===== config.mk =====
export PLATFORM = sky130hd
export DESIGN_NAME = psm_sequencer
export DESIGN_NICKNAME = d
export VERILOG_FILES = /design/src/design/psm_pkg.sv /design/src/design/psm_sequencer.sv
export SDC_FILE = /design/constraint.sdc
export NUM_CORES = 1
export LEC_CHECK = 0
export BUFFER_PORTS_ARGS = -buffer_cell sky130_fd_sc_hd__buf_2
export CAP_MARGIN = 20
export CORE_MARGIN = 2
export CORE_UTILIZATION = 53
export CTS_BUF_LIST = sky130_fd_sc_hd__clkbuf_4 sky130_fd_sc_hd__clkbuf_8
export DETAILED_ROUTE_END_ITERATION = 10
export GPL_ROUTABILITY_DRIVEN = 0
export GPL_TIMING_DRIVEN = 0
export MAX_ROUTING_LAYER = met4
export PLACE_DENSITY = 0.82
export SLEW_MARGIN = 20
export SYNTH_ARGS = -nofsm -noshare
export SYNTH_HDL_FRONTEND = slang
export SYNTH_SLANG_ARGS = --single-unit

===== constraint.sdc =====
create_clock -name pclk -period 2 [get_ports pclk]
set_clock_uncertainty 0.2 [all_clocks]
set_input_delay 0.4 -clock pclk [delete_from_list [all_inputs] [get_ports pclk]]
set_output_delay 0.4 -clock pclk [all_outputs]
set_load 0.01 [all_outputs]

===== src/design/psm_pkg.sv =====
// Constants for the power-save mode sequencer.
// Assumes a 32-bit APB register bus clocked by pclk.
package psm_pkg;

	// Register byte offsets
	localparam logic [7:0] OFF_CTRL       = 8'h00;
	localparam logic [7:0] OFF_WAKE_EN    = 8'h04;
	localparam logic [7:0] OFF_IRQ_EN     = 8'h08;
	localparam logic [7:0] OFF_FAST_CLK   = 8'h0C;
	localparam logic [7:0] OFF_STATUS     = 8'h10;
	localparam logic [7:0] OFF_WAKE_CAUSE = 8'h14;
	localparam logic [7:0] OFF_RST_CAUSE  = 8'h18;
	localparam logic [7:0] OFF_BK_WAKE_EN = 8'h1C;
	localparam logic [7:0] OFF_BK_CAUSE   = 8'h20;

	// Control register fields
	localparam int CTRL_RET    = 0;
	localparam int CTRL_BACKUP_SELECT   = 1;
	localparam int CTRL_FAST   = 2;
	localparam int CTRL_CK32   = 3;
	localparam int CTRL_SCALING_CHANGE_REQUEST = 4;
	localparam int CTRL_PS_LO  = 5;
	localparam logic [31:0] CTRL_RESET = 32'h0000_0000;

	// Status register fields
	localparam int ST_POWER_STABLE     = 0;
	localparam int ST_FASTWAKE = 1;
	localparam int ST_STATE_LO = 4;

	// Reset cause bits
	localparam int NUM_RST  = 4;
	localparam int RC_ABOD  = 0;
	localparam int RC_CBOD  = 1;
	localparam int RC_WDT   = 2;
	localparam int RC_PIN   = 3;
	localparam int RC_BACKUP_SELECT  = 4;

	// Backup wake sources: external line, two brown-outs, counter, watchdog
	localparam int NUM_BK_WAKE = 5;

	// Wake cause bit for the power-stable event
	localparam int WC_POWER_STABLE = 31;

	// Power scaling settings and wake oscillators
	localparam logic [1:0] PS_RUN0    = 2'h0;
	localparam logic [1:0] PS_LIMITED = 2'h1;
	localparam logic [1:0] OSC_SYS_RC = 2'h0;

	// Default core reset latency in pclk cycles
	localparam int CORE_RST_CYC_DEF = 16;

	typedef enum logic [2:0] {
		ST_RUN,
		ST_DEEP,
		ST_WAKE,
		ST_BACKUP,
		ST_CORE_RST,
		ST_CORE_STAB,
		ST_SCALE
	} psm_state_t;

endpackage


===== src/design/psm_sequencer.sv =====
// Power-save mode sequencer: WAIT, RETENTION and BACKUP entry and exit,
// wake and reset cause recording, and regulator voltage scaling.
// Assumes all inputs synchronous to pclk; sits in the backup domain.
//
// Function
// - Wait-for-interrupt with deep sleep set and backup clear enters a deep state
// - Retention bit picks WAIT or RETENTION; core retained, synchronous clocks off
// - Deep states stop synchronous clocks; only enabled or exempt async sources wake
// - Async wake raises the manager wake interrupt with cause, or peripheral's own
// - Wake from WAIT or RETENTION returns to the RUN mode entered from
// - BACKUP powers core off; backup domain, slow clock, I/O hold stay
// - Wait-for-interrupt with deep sleep and backup set enters BACKUP
// - Brown-out, watchdog or pin reset leaves BACKUP
// - Enabled line, brown-out, counter or watchdog events also leave BACKUP
// - Slow clock select picks internal RC or crystal 32kHz source
// - Reset exit releases core reset at RUN0 voltage and flags reset cause
// - Wake exit resets only core, returns previous RUN mode after voltage stable
// - Wake exit from BACKUP sets backup flag and records backup wake cause
// - Deep-state wake waits for regulator ready unless fast wakeup is set
// - Wake uses system RC unless the fast-wake clock register selects another
// - Flash is forced to one wait state during the fast wake period
// - BACKUP wake time is core reset latency plus regulator settling
// - Scaling change applies on wait-for-interrupt, wakes on power-stable event
// - Scaling setting 1 disables USB, loops and flash programming
module psm_sequencer
	import psm_pkg::*;
#(
	parameter int         NUM_ASYNC    = 8,
	parameter logic [7:0] ASYNC_EXEMPT = 8'h03,
	parameter int         CORE_RST_CYC = CORE_RST_CYC_DEF
) (
	// Clock, reset, enable
	input  wire logic                   pclk,
	input  wire logic                   presetn,
	input  wire logic                   ce,
	// APB slave
	input  wire logic                   psel,
	input  wire logic                   penable,
	input  wire logic                   pwrite,
	input  wire logic [7:0]             paddr,
	input  wire logic [31:0]            pwdata,
	output logic      [31:0]            prdata,
	output logic                        pready,
	output logic                        pslverr,
	// Processor
	input  wire logic                   wfi,
	input  wire logic                   deep_sleep_select,
	output logic                        cpu_halt,
	// Wake and reset sources
	input  wire logic [NUM_ASYNC-1:0]   async_wake,
	input  wire logic [NUM_BK_WAKE-1:0] backup_wake,
	input  wire logic [NUM_RST-1:0]     reset_source,
	// Regulator
	input  wire logic                   vreg_ready,
	output logic [1:0]                  vreg_setting,
	output logic                        vreg_low_power,
	// Power, clocks and reset of the core domain
	output logic                        sync_clk_en,
	output logic                        core_power_en,
	output logic                        core_rst_n,
	output logic                        io_hold,
	output logic                        retention_on,
	output logic                        slow_clock_select,
	output logic [1:0]                  wake_osc_select,
	output logic                        flash_one_ws,
	output logic                        features_limited,
	output logic                        pm_wake_irq
);

	localparam int CW = $clog2(CORE_RST_CYC + 1);
	localparam logic [CW-1:0] RST_LAST = CW'(CORE_RST_CYC - 1);
	localparam logic [NUM_ASYNC-1:0] EXEMPT = ASYNC_EXEMPT[NUM_ASYNC-1:0];

	psm_state_t state_q;
	logic [31:0]            ctrl_q;
	logic [NUM_ASYNC-1:0]   wake_en_q;
	logic [31:0]            irq_en_q;
	logic [1:0]             fast_clk_q;
	logic [31:0]            wake_cause_q;
	logic [RC_BACKUP_SELECT:0]       rst_cause_q;
	logic [NUM_BK_WAKE-1:0] bk_wake_en_q;
	logic [NUM_BK_WAKE-1:0] bk_cause_q;
	logic [1:0]             run_ps_q;
	logic                   power_stable_q;
	logic                   fast_period_q;
	logic [CW-1:0]          rst_cnt_q;
	logic [31:0]            prdata_q;
	logic                   pready_q;
	logic                   pslverr_q;

	// Bus decode
	logic setup;
	logic wr;
	logic mapped;
	assign setup = psel & ~penable;
	assign wr    = psel & penable & pready_q & pwrite;
	always_comb begin
		case (paddr)
			OFF_CTRL, OFF_WAKE_EN, OFF_IRQ_EN, OFF_FAST_CLK, OFF_STATUS,
			OFF_WAKE_CAUSE, OFF_RST_CAUSE, OFF_BK_WAKE_EN, OFF_BK_CAUSE: mapped = 1'b1;
			default: mapped = 1'b0;
		endcase
	end

	// Wake qualification
	logic [NUM_ASYNC-1:0]   deep_hits;
	logic [NUM_BK_WAKE-1:0] bk_hits;
	logic                   any_reset;
	assign deep_hits = async_wake & (wake_en_q | EXEMPT);
	assign bk_hits   = backup_wake & bk_wake_en_q;
	assign any_reset = |reset_source;

	logic [1:0] ps_field;
	assign ps_field = ctrl_q[CTRL_PS_LO +: 2];

	// Sequencer
	always_ff @(posedge pclk or negedge presetn) begin
		if (!presetn) begin
			state_q   <= ST_RUN;
			rst_cnt_q <= '0;
			run_ps_q  <= PS_RUN0;
		end else if (ce) begin
			case (state_q)
				ST_RUN: begin
					if (any_reset) begin
						state_q   <= ST_CORE_RST;
						rst_cnt_q <= '0;
						run_ps_q  <= PS_RUN0;
					end else if (wfi && ctrl_q[CTRL_SCALING_CHANGE_REQUEST]) begin
						state_q  <= ST_SCALE;
						run_ps_q <= ps_field;
					end else if (wfi && deep_sleep_select && !ctrl_q[CTRL_BACKUP_SELECT]) begin
						state_q <= ST_DEEP;
					end else if (wfi && deep_sleep_select && ctrl_q[CTRL_BACKUP_SELECT]) begin
						state_q <= ST_BACKUP;
					end
				end
				ST_DEEP: begin
					if (any_reset) begin
						state_q   <= ST_CORE_RST;
						rst_cnt_q <= '0;
						run_ps_q  <= PS_RUN0;
					end else if (|deep_hits) begin
						state_q <= ST_WAKE;
					end
				end
				ST_WAKE: begin
					// A reset still wins over the pending return to RUN
					if (any_reset) begin
						state_q   <= ST_CORE_RST;
						rst_cnt_q <= '0;
						run_ps_q  <= PS_RUN0;
					end else if (ctrl_q[CTRL_FAST] || vreg_ready) begin
						// Fast wakeup lets the core run before the regulator settles
						state_q <= ST_RUN;
					end
				end
				ST_BACKUP: begin
					if (any_reset) begin
						state_q   <= ST_CORE_RST;
						rst_cnt_q <= '0;
						run_ps_q  <= PS_RUN0;
					end else if (|bk_hits) begin
						state_q   <= ST_CORE_RST;
						rst_cnt_q <= '0;
					end
				end
				ST_CORE_RST: begin
					rst_cnt_q <= rst_cnt_q + 1'b1;
					if (rst_cnt_q == RST_LAST) begin
						state_q <= ST_CORE_STAB;
					end
				end
				ST_CORE_STAB: begin
					if (vreg_ready) begin
						state_q <= ST_RUN;
					end
				end
				ST_SCALE: begin
					// Reset breaks a scaling wait that never settles
					if (any_reset) begin
						state_q   <= ST_CORE_RST;
						rst_cnt_q <= '0;
						run_ps_q  <= PS_RUN0;
					end else if (vreg_ready) begin
						state_q <= ST_RUN;
					end
				end
				default: state_q <= ST_RUN;
			endcase
		end
	end

	// Power and clock outputs, all registered
	always_ff @(posedge pclk or negedge presetn) begin
		if (!presetn) begin
			cpu_halt       <= 1'b0;
			sync_clk_en    <= 1'b1;
			core_power_en  <= 1'b1;
			core_rst_n     <= 1'b0;
			io_hold        <= 1'b0;
			retention_on   <= 1'b0;
			vreg_low_power <= 1'b0;
			vreg_setting   <= PS_RUN0;
		end else if (ce) begin
			cpu_halt       <= state_q != ST_RUN;
			sync_clk_en    <= state_q != ST_DEEP && state_q != ST_BACKUP;
			core_power_en  <= state_q != ST_BACKUP;
			// Core reset holds until the regulator has settled
			core_rst_n     <= state_q != ST_BACKUP && state_q != ST_CORE_RST &&
				state_q != ST_CORE_STAB;
			io_hold        <= state_q == ST_BACKUP;
			retention_on   <= state_q == ST_DEEP && ctrl_q[CTRL_RET];
			vreg_low_power <= state_q == ST_DEEP || state_q == ST_BACKUP;
			vreg_setting   <= (state_q == ST_SCALE) ? ps_field : run_ps_q;
		end
	end

	// Regulator status and fast wake period
	always_ff @(posedge pclk or negedge presetn) begin
		if (!presetn) begin
			power_stable_q <= 1'b1;
			fast_period_q  <= 1'b0;
		end else if (ce) begin
			if (state_q == ST_SCALE || state_q == ST_DEEP || state_q == ST_BACKUP ||
				state_q == ST_CORE_RST) begin
				power_stable_q <= 1'b0;
			end else if (vreg_ready) begin
				power_stable_q <= 1'b1;
			end
			if (state_q == ST_WAKE && ctrl_q[CTRL_FAST] && !vreg_ready) begin
				fast_period_q <= 1'b1;
			end else if (vreg_ready) begin
				fast_period_q <= 1'b0;
			end
		end
	end

	// Clock selection and feature gating
	always_ff @(posedge pclk or negedge presetn) begin
		if (!presetn) begin
			slow_clock_select <= 1'b0;
			wake_osc_select   <= OSC_SYS_RC;
			flash_one_ws      <= 1'b0;
			features_limited  <= 1'b0;
		end else if (ce) begin
			slow_clock_select <= ctrl_q[CTRL_CK32];
			// Software must not move off this oscillator before power stable
			wake_osc_select   <= (state_q == ST_WAKE || fast_period_q) ?
				fast_clk_q : OSC_SYS_RC;
			flash_one_ws      <= fast_period_q ||
				(state_q == ST_WAKE && ctrl_q[CTRL_FAST]);
			features_limited  <= run_ps_q == PS_LIMITED;
		end
	end

	// Configuration registers
	always_ff @(posedge pclk or negedge presetn) begin
		if (!presetn) begin
			ctrl_q       <= CTRL_RESET;
			wake_en_q    <= '0;
			irq_en_q     <= '0;
			fast_clk_q   <= OSC_SYS_RC;
			bk_wake_en_q <= '0;
		end else if (ce) begin
			if (wr && paddr == OFF_CTRL) begin
				ctrl_q <= pwdata & 32'h0000_007F;
			end else if (state_q == ST_SCALE && (vreg_ready || any_reset)) begin
				ctrl_q[CTRL_SCALING_CHANGE_REQUEST] <= 1'b0;
			end else if (state_q == ST_CORE_RST && run_ps_q == PS_RUN0) begin
				ctrl_q[CTRL_PS_LO +: 2] <= PS_RUN0;
			end
			if (wr && paddr == OFF_WAKE_EN) begin
				wake_en_q <= pwdata[NUM_ASYNC-1:0];
			end
			if (wr && paddr == OFF_IRQ_EN) begin
				irq_en_q <= pwdata;
			end
			if (wr && paddr == OFF_FAST_CLK) begin
				fast_clk_q <= pwdata[1:0];
			end
			if (wr && paddr == OFF_BK_WAKE_EN) begin
				bk_wake_en_q <= pwdata[NUM_BK_WAKE-1:0];
			end
		end
	end

	// Cause registers: write one to clear, a new event wins over the clear
	logic [31:0]            wc_set;
	logic [RC_BACKUP_SELECT:0]       rc_set;
	logic [NUM_BK_WAKE-1:0] bc_set;
	always_comb begin
		wc_set = '0;
		if (state_q == ST_DEEP) begin
			wc_set[NUM_ASYNC-1:0] = deep_hits;
		end
		wc_set[WC_POWER_STABLE] = state_q == ST_SCALE && vreg_ready && !any_reset;
		rc_set = '0;
		if (state_q != ST_CORE_RST && state_q != ST_CORE_STAB) begin
			rc_set[NUM_RST-1:0] = reset_source;
		end
		rc_set[RC_BACKUP_SELECT] = state_q == ST_BACKUP && !any_reset && |bk_hits;
		bc_set = (state_q == ST_BACKUP && !any_reset) ? bk_hits : '0;
	end

	always_ff @(posedge pclk or negedge presetn) begin
		if (!presetn) begin
			wake_cause_q <= '0;
			rst_cause_q  <= '0;
			bk_cause_q   <= '0;
		end else if (ce) begin
			wake_cause_q <= (wake_cause_q &
				~((wr && paddr == OFF_WAKE_CAUSE) ? pwdata : 32'h0)) | wc_set;
			rst_cause_q  <= (rst_cause_q &
				~((wr && paddr == OFF_RST_CAUSE) ? pwdata[RC_BACKUP_SELECT:0] : '0)) | rc_set;
			bk_cause_q   <= (bk_cause_q &
				~((wr && paddr == OFF_BK_CAUSE) ? pwdata[NUM_BK_WAKE-1:0] : '0)) | bc_set;
		end
	end

	// Manager wake interrupt; a peripheral may raise its own instead
	always_ff @(posedge pclk or negedge presetn) begin
		if (!presetn) begin
			pm_wake_irq <= 1'b0;
		end else if (ce) begin
			pm_wake_irq <= |(wake_cause_q & irq_en_q);
		end
	end

	// APB read data and response, loaded in the setup cycle
	logic [31:0] rdata;
	always_comb begin
		rdata = '0;
		case (paddr)
			OFF_CTRL:       rdata = ctrl_q;
			OFF_WAKE_EN:    rdata[NUM_ASYNC-1:0] = wake_en_q;
			OFF_IRQ_EN:     rdata = irq_en_q;
			OFF_FAST_CLK:   rdata[1:0] = fast_clk_q;
			OFF_STATUS: begin
				rdata[ST_POWER_STABLE]            = power_stable_q;
				rdata[ST_FASTWAKE]        = fast_period_q;
				rdata[ST_STATE_LO +: 3]   = state_q;
			end
			OFF_WAKE_CAUSE: rdata = wake_cause_q;
			OFF_RST_CAUSE:  rdata[RC_BACKUP_SELECT:0] = rst_cause_q;
			OFF_BK_WAKE_EN: rdata[NUM_BK_WAKE-1:0] = bk_wake_en_q;
			OFF_BK_CAUSE:   rdata[NUM_BK_WAKE-1:0] = bk_cause_q;
			default:        rdata = '0;
		endcase
	end

	always_ff @(posedge pclk or negedge presetn) begin
		if (!presetn) begin
			prdata_q  <= '0;
			pready_q  <= 1'b0;
			pslverr_q <= 1'b0;
		end else if (ce) begin
			pready_q  <= setup;
			pslverr_q <= setup & ~mapped;
			if (setup && !pwrite) begin
				prdata_q <= rdata;
			end
		end
	end

	assign prdata  = prdata_q;
	assign pready  = pready_q;
	assign pslverr = pslverr_q;

endmodule // psm_sequencer


# == Word-level counts from Yosys, hierarchy flattened ==
# Cells that the tools add are included.
# word_totals
regBits,157
out_inout_bits,49
wordCells,193
# classes
add_sub_neg,1
n_eq_ne,29
muxes,45
n_bitwise,19
n_reduce_logical,68
# ops
operator,count
AND 32 bit,2
one-hot mux 24 bit (2 select lines),1
two-way mux 3 bit,14
"== test 8 x 5 -> 1 bit, second input constant",4
two-way mux 32 bit,1
NOT 32 bit,1
bitwise OR 32 bit,1
OR reduction 32 bit,1
two-way mux 5 bit,6
logical AND 1 bit,26
one-hot mux 3 bit (7 select lines),1
one-hot mux 2 bit (9 select lines),1
AND reduction 2 bit,9
"== test 8 x 4 -> 1 bit, second input constant",2
AND 5 bit,3
"!= test 3 bit, second input constant",5
one-hot mux 5 bit (3 select lines),1
two-way mux 2 bit,7
one-hot mux 2 bit (7 select lines),1
OR reduction 4 bit,3
NOT 5 bit,2
bitwise OR 5 bit,2
one-hot mux 2 bit (5 select lines),1
nonzero test 2 bit,5
34 further kinds,62

# == Longest topological paths before layout ==
# logic_depth
ltp_word,8
mapped_depth,8

# == Worst setup path before layout ==
# Ideal clock, no wire load.
# synth_path
kind,input -> register
startpoint,in paddr[5]
endpoint,reg irq_en_q[0]
setup_ps,125
t_arrival_ps,1784
setup_slack_ps,-109
cell_stages,7
cell_sequence,nor3_4 nand2b_1 buf_2 or3_1 buf_2 buf_6 mux2_4
# synth_via
elab_chain_len,3
# synth_lines
item,line,text
from (decl),psm_sequencer.sv:40,"input wire logic [7:0] paddr,"
== test 8 x 4 -> 1 bit,psm_sequencer.sv:276,if (wr && paddr == OFF_IRQ_EN) begin
logical AND 1 bit,psm_sequencer.sv:276,
AND reduction 2 bit (no source line),--,
to (signal assigned),psm_sequencer.sv:277,irq_en_q <= pwdata;
to (decl),psm_sequencer.sv:77,logic [31:0] irq_en_q;
# Every way passes these cells.
# A chain may end at the register's enable or synchronous reset.

# == Final worst setup path ==
# layout_path
startpoint,reg rst_cnt_q[0]
endpoint,reg state_q[2]
# layout_via
elab_chain_len,3
# layout_lines
item,line,text
from (decl),psm_sequencer.sv:86,logic [CW-1:0] rst_cnt_q;
from (signal assigned),psm_sequencer.sv:169,rst_cnt_q <= rst_cnt_q + 1'b1;
== test 5 x 4 -> 1 bit,psm_sequencer.sv:170,if (rst_cnt_q == RST_LAST) begin
!= test 2 bit (no source line),--,
AND reduction 6 bit (no source line),--,
to (signal assigned),psm_sequencer.sv:171,state_q <= ST_CORE_STAB;
to (signal assigned),psm_sequencer.sv:176,state_q <= ST_RUN;
to (signal assigned),psm_sequencer.sv:182,state_q <= ST_CORE_RST;
to (decl),psm_sequencer.sv:74,psm_state_t state_q;
# Every way passes these cells.

==> results by group <==
Routing
  • DRC viols: 0
  • Detailed Routing Iterations Pass 1: 6
  • Antenna viol nets, final: 0
  • Via density per instance: 6.39
  • Final WL: 22,300 um
  • 1st-iter DRT viols: 1,053
  • Drt wl/cell: 21.8 um
  • Vias: 6,527

Clock tree
  • CTS buffer count: 17
  • Clock latency on the worst-skew pair: 0.47 ns
  • CTS tree: built
  • Depth of the CTS H-tree: 4
  • CTS sink cnt: 157
  • Clock root buffer: clkbuf_8
  • Clock tree buffer depth: 2
  • Clock slew at reported path FFs: 0.08 ns

Placement
  • Port-buffer cells: 113
  • Pre-CTS setup slack: -0.731 ns
  • Hpwl dp: 14,900 um
  • Post-placement cell count: 949

Synthesis
  • Synthesized net count: 727
  • Area contributors post-synth: dfrtp_1, mux2_4, nor2_1
  • Dominant cell type by area after synthesis: dfrtp_1
  • Syn avg cell area: 11.1 um2
  • Yosys warns: 0
  • Synth top area share: 0.528
  • Top FF cell, synth: dfrtp_1
  • Post-Synthesis Cells: 659
  • FFs w/ async S/R, synth: 1.00
  • Post-synth EDFFs: 0
  • Sequential share of the synthesized area: 0.539
  • Synthesized area: 7290 um2
  • Synthesized flop and latch total: 157
  • Synth unique cells: 58

Pwr
  • P_leak: 4.34 nW
  • Cell Pwr Density: 818 nW/um2
  • Worst vdd ir: 0.492 mV

Global route
  • Antenna violations before repair: 0
  • M3 GR Usage: 0.0667
  • Met2 Track Usage GR: 0.481
  • First-pass GRT wire length: 33,800 um
  • GRT Max-Usage Layer: met2
  • Vias in the first global route: 6,452
  • GR Overflow Total: 0
  • Pin count of the biggest net entering global routing: 98
  • Total GRT Usage: 0.313
  • M1 GR Usage: 0.404

Cells and area
  • Commonest non-fill, non-tap cell in the layout: dfrtp_1
  • Final Instance Count excl. Fillers: 1,022
  • Area delta synth->final: 25.5%
  • Commonest cells after routing, fill and taps aside: dfrtp_1, buf_2, nor2_1
  • Nets: 901
  • Final core occ: 0.686
  • Share of layout cells above drive strength 1: 0.320
  • Ant. Diodes: 0

Timing
  • Max Freq: 488 MHz
  • Final setup margin: -0.0476 ns
  • Fin crit share: 1.02
  • Worst rel slew slack: 0.297
  • Max Transition Viols Final: 0
  • RSZ-0062 raised after global routing: true
  • Setup TNS: -0.0484 ns
  • Tmin final: 2.05 ns
  • Setup violations, final: 2
  • Slew @ Worst Pin: 1.05 ns
  • Final hold vios: 0

Floorplanning
  • IO Pins: 115
  • Die area: 14,700 um2
  • Die Ht: 121 um
  • Initial Util: 0.546
  • Core Region: 13,300 um2
  • Die X-Extent: 121 um
  • # rows: 42

Setup path
  • WS Path Type: flip-flop to flip-flop
  • Worst Path Required: 2.16 ns
  • Critical Path Source Type: flip-flop
  • Worst Path Arrival: 2.20 ns
  • Worst-path fanout max: 4
  • Critical path endpoint category: flip-flop

Status
  • Failing checks: setup timing
  • Outcome: finished, violations left

Job
  • Max_cap viols: 0

Min path
  • Hold crit path type: input pin to flip-flop
==> worst max-delay path, stage by stage (launching register included) <==
cell     delay (ns)
dfrtp_1        0.42
ha_2           0.21
and3_4         0.18
ha_1           0.18
inv_1          0.07
nand3_2        0.09
a21oi_2        0.21
nor3_4         0.06
mux2_4         0.31
==> cells in the mapped netlist (all sizes together) (2+ instances only) <==
| library cell | number |
|---|---|
| dfrtp | 154 |
| dfstp | 3 |
| inv | 9 |
| o21ai | 21 |
| o32ai | 2 |
| a2111oi | 2 |
| nand3 | 14 |
| o31ai | 3 |
| nor3 | 10 |
| mux2 | 52 |
| a31oi | 4 |
| nand3b | 6 |
| nand2 | 70 |
| or3 | 3 |
| clkbuf | 23 |
| nor4b | 2 |
| a211oi | 2 |
| nor2 | 82 |
| o22ai | 3 |
| buf | 11 |
| nor3b | 2 |
| a22oi | 19 |
| nor4 | 3 |
| o21a | 2 |
| ha | 2 |
| o2bb2ai | 4 |
| a222oi | 2 |
| a221oi | 29 |
| nor2b | 7 |
| a21boi | 23 |
| a21oi | 20 |
| a32o | 12 |
| a22o | 11 |
| or4 | 5 |
| nand2b | 4 |
| mux2i | 13 |
| nand4 | 7 |
| and3 | 4 |
==> logic make-up (layout without fill, tap and decap cells) <==
logic type	count (synthesis)	in the layout	synth area share
xor+xnor	1	1	0.00120
buf+inv	43	230	0.0262
fa+ha+maj	2	2	0.00343
flops	157	157	0.539
mux	66	66	0.117
simple gates	225	225	0.144
compound gates	165	165	0.169
==> final timing paths <==
check	start	end	slack, ns	depth (start not counted)
min in group asynchronous	presetn	vreg_low_power	0.25	2
max reg2reg	rst_cnt_q[0]	state_q[2]	-0.05	8
max	rst_cnt_q[0]	state_q[2]	-0.05	8
max in group asynchronous	presetn	prdata[2]	0.54	3
min	reset_source[0]	rst_cause_q[0]	0.02	2
min reg2reg	features_limited	features_limited	0.29	2
==> stage by stage <==
stage          area [um2]  power, mW  hold slack, ns
2_1_floorplan        7330       4.30         -0.0956
3_3_place_gp         8120       4.78           0.256
3_5_place_dp         8160       4.84           0.166
4_1_cts              8950       7.32         0.00120
5_1_grt              9150       7.80         0.00158
6_report             9150       7.49          0.0165
==> state kept, by name (all words and copies together), names as in the netlist, 2 cells and up <==
signal,cells
fast_clk_q,2
state_q,3
wake_cause_q,32
rst_cause_q,5
bk_cause_q,5
vreg_setting,2
wake_en_q,8
irq_en_q,32
run_ps_q,2
rst_cnt_q,5
prdata,32
ctrl_q,7
bk_wake_en_q,5
wake_osc_select,2
==> where the power goes <==
| group | internal, mW | switching [mW] | total (mW) |
|---|---|---|---|
| Combinational | 0.597 | 0.839 | 1.44 |
| Clock | 1.21 | 1.22 | 2.44 |
| Sequential | 3.43 | 0.189 | 3.62 |
==> repair_timing <==
action                                  in CTS  in global routing
endpoints found under the setup margin     120                 86
hold buffers                                29                  2
endpoints found under the hold margin      108                  2
buffers inserted                             2                  9
pin swaps                                    1                  8
gates resized for setup                     25                 47
==> cell type report <==
cell class | instances | area (um2)
inverter | 9 | 33.8
buffer | 33 | 198
tap | 176 | 220
sequential | 157 | 3940
fill | 961 | 4200
clock buffer | 20 | 275
clock inverter | 12 | 138
multi-input combinational | 459 | 3350
timing repair buffer | 156 | 1010
==> metal layers <==
layer | vias to the layer above | part of all wire
met2 | 407 | 0.48
met4 | 0 | 0.044
met1 | 3230 | 0.39
li1 | 2805 | -
met5 | - | 0
met3 | 85 | 0.085
Note: power is estimated with default switching activity, not from simulation.
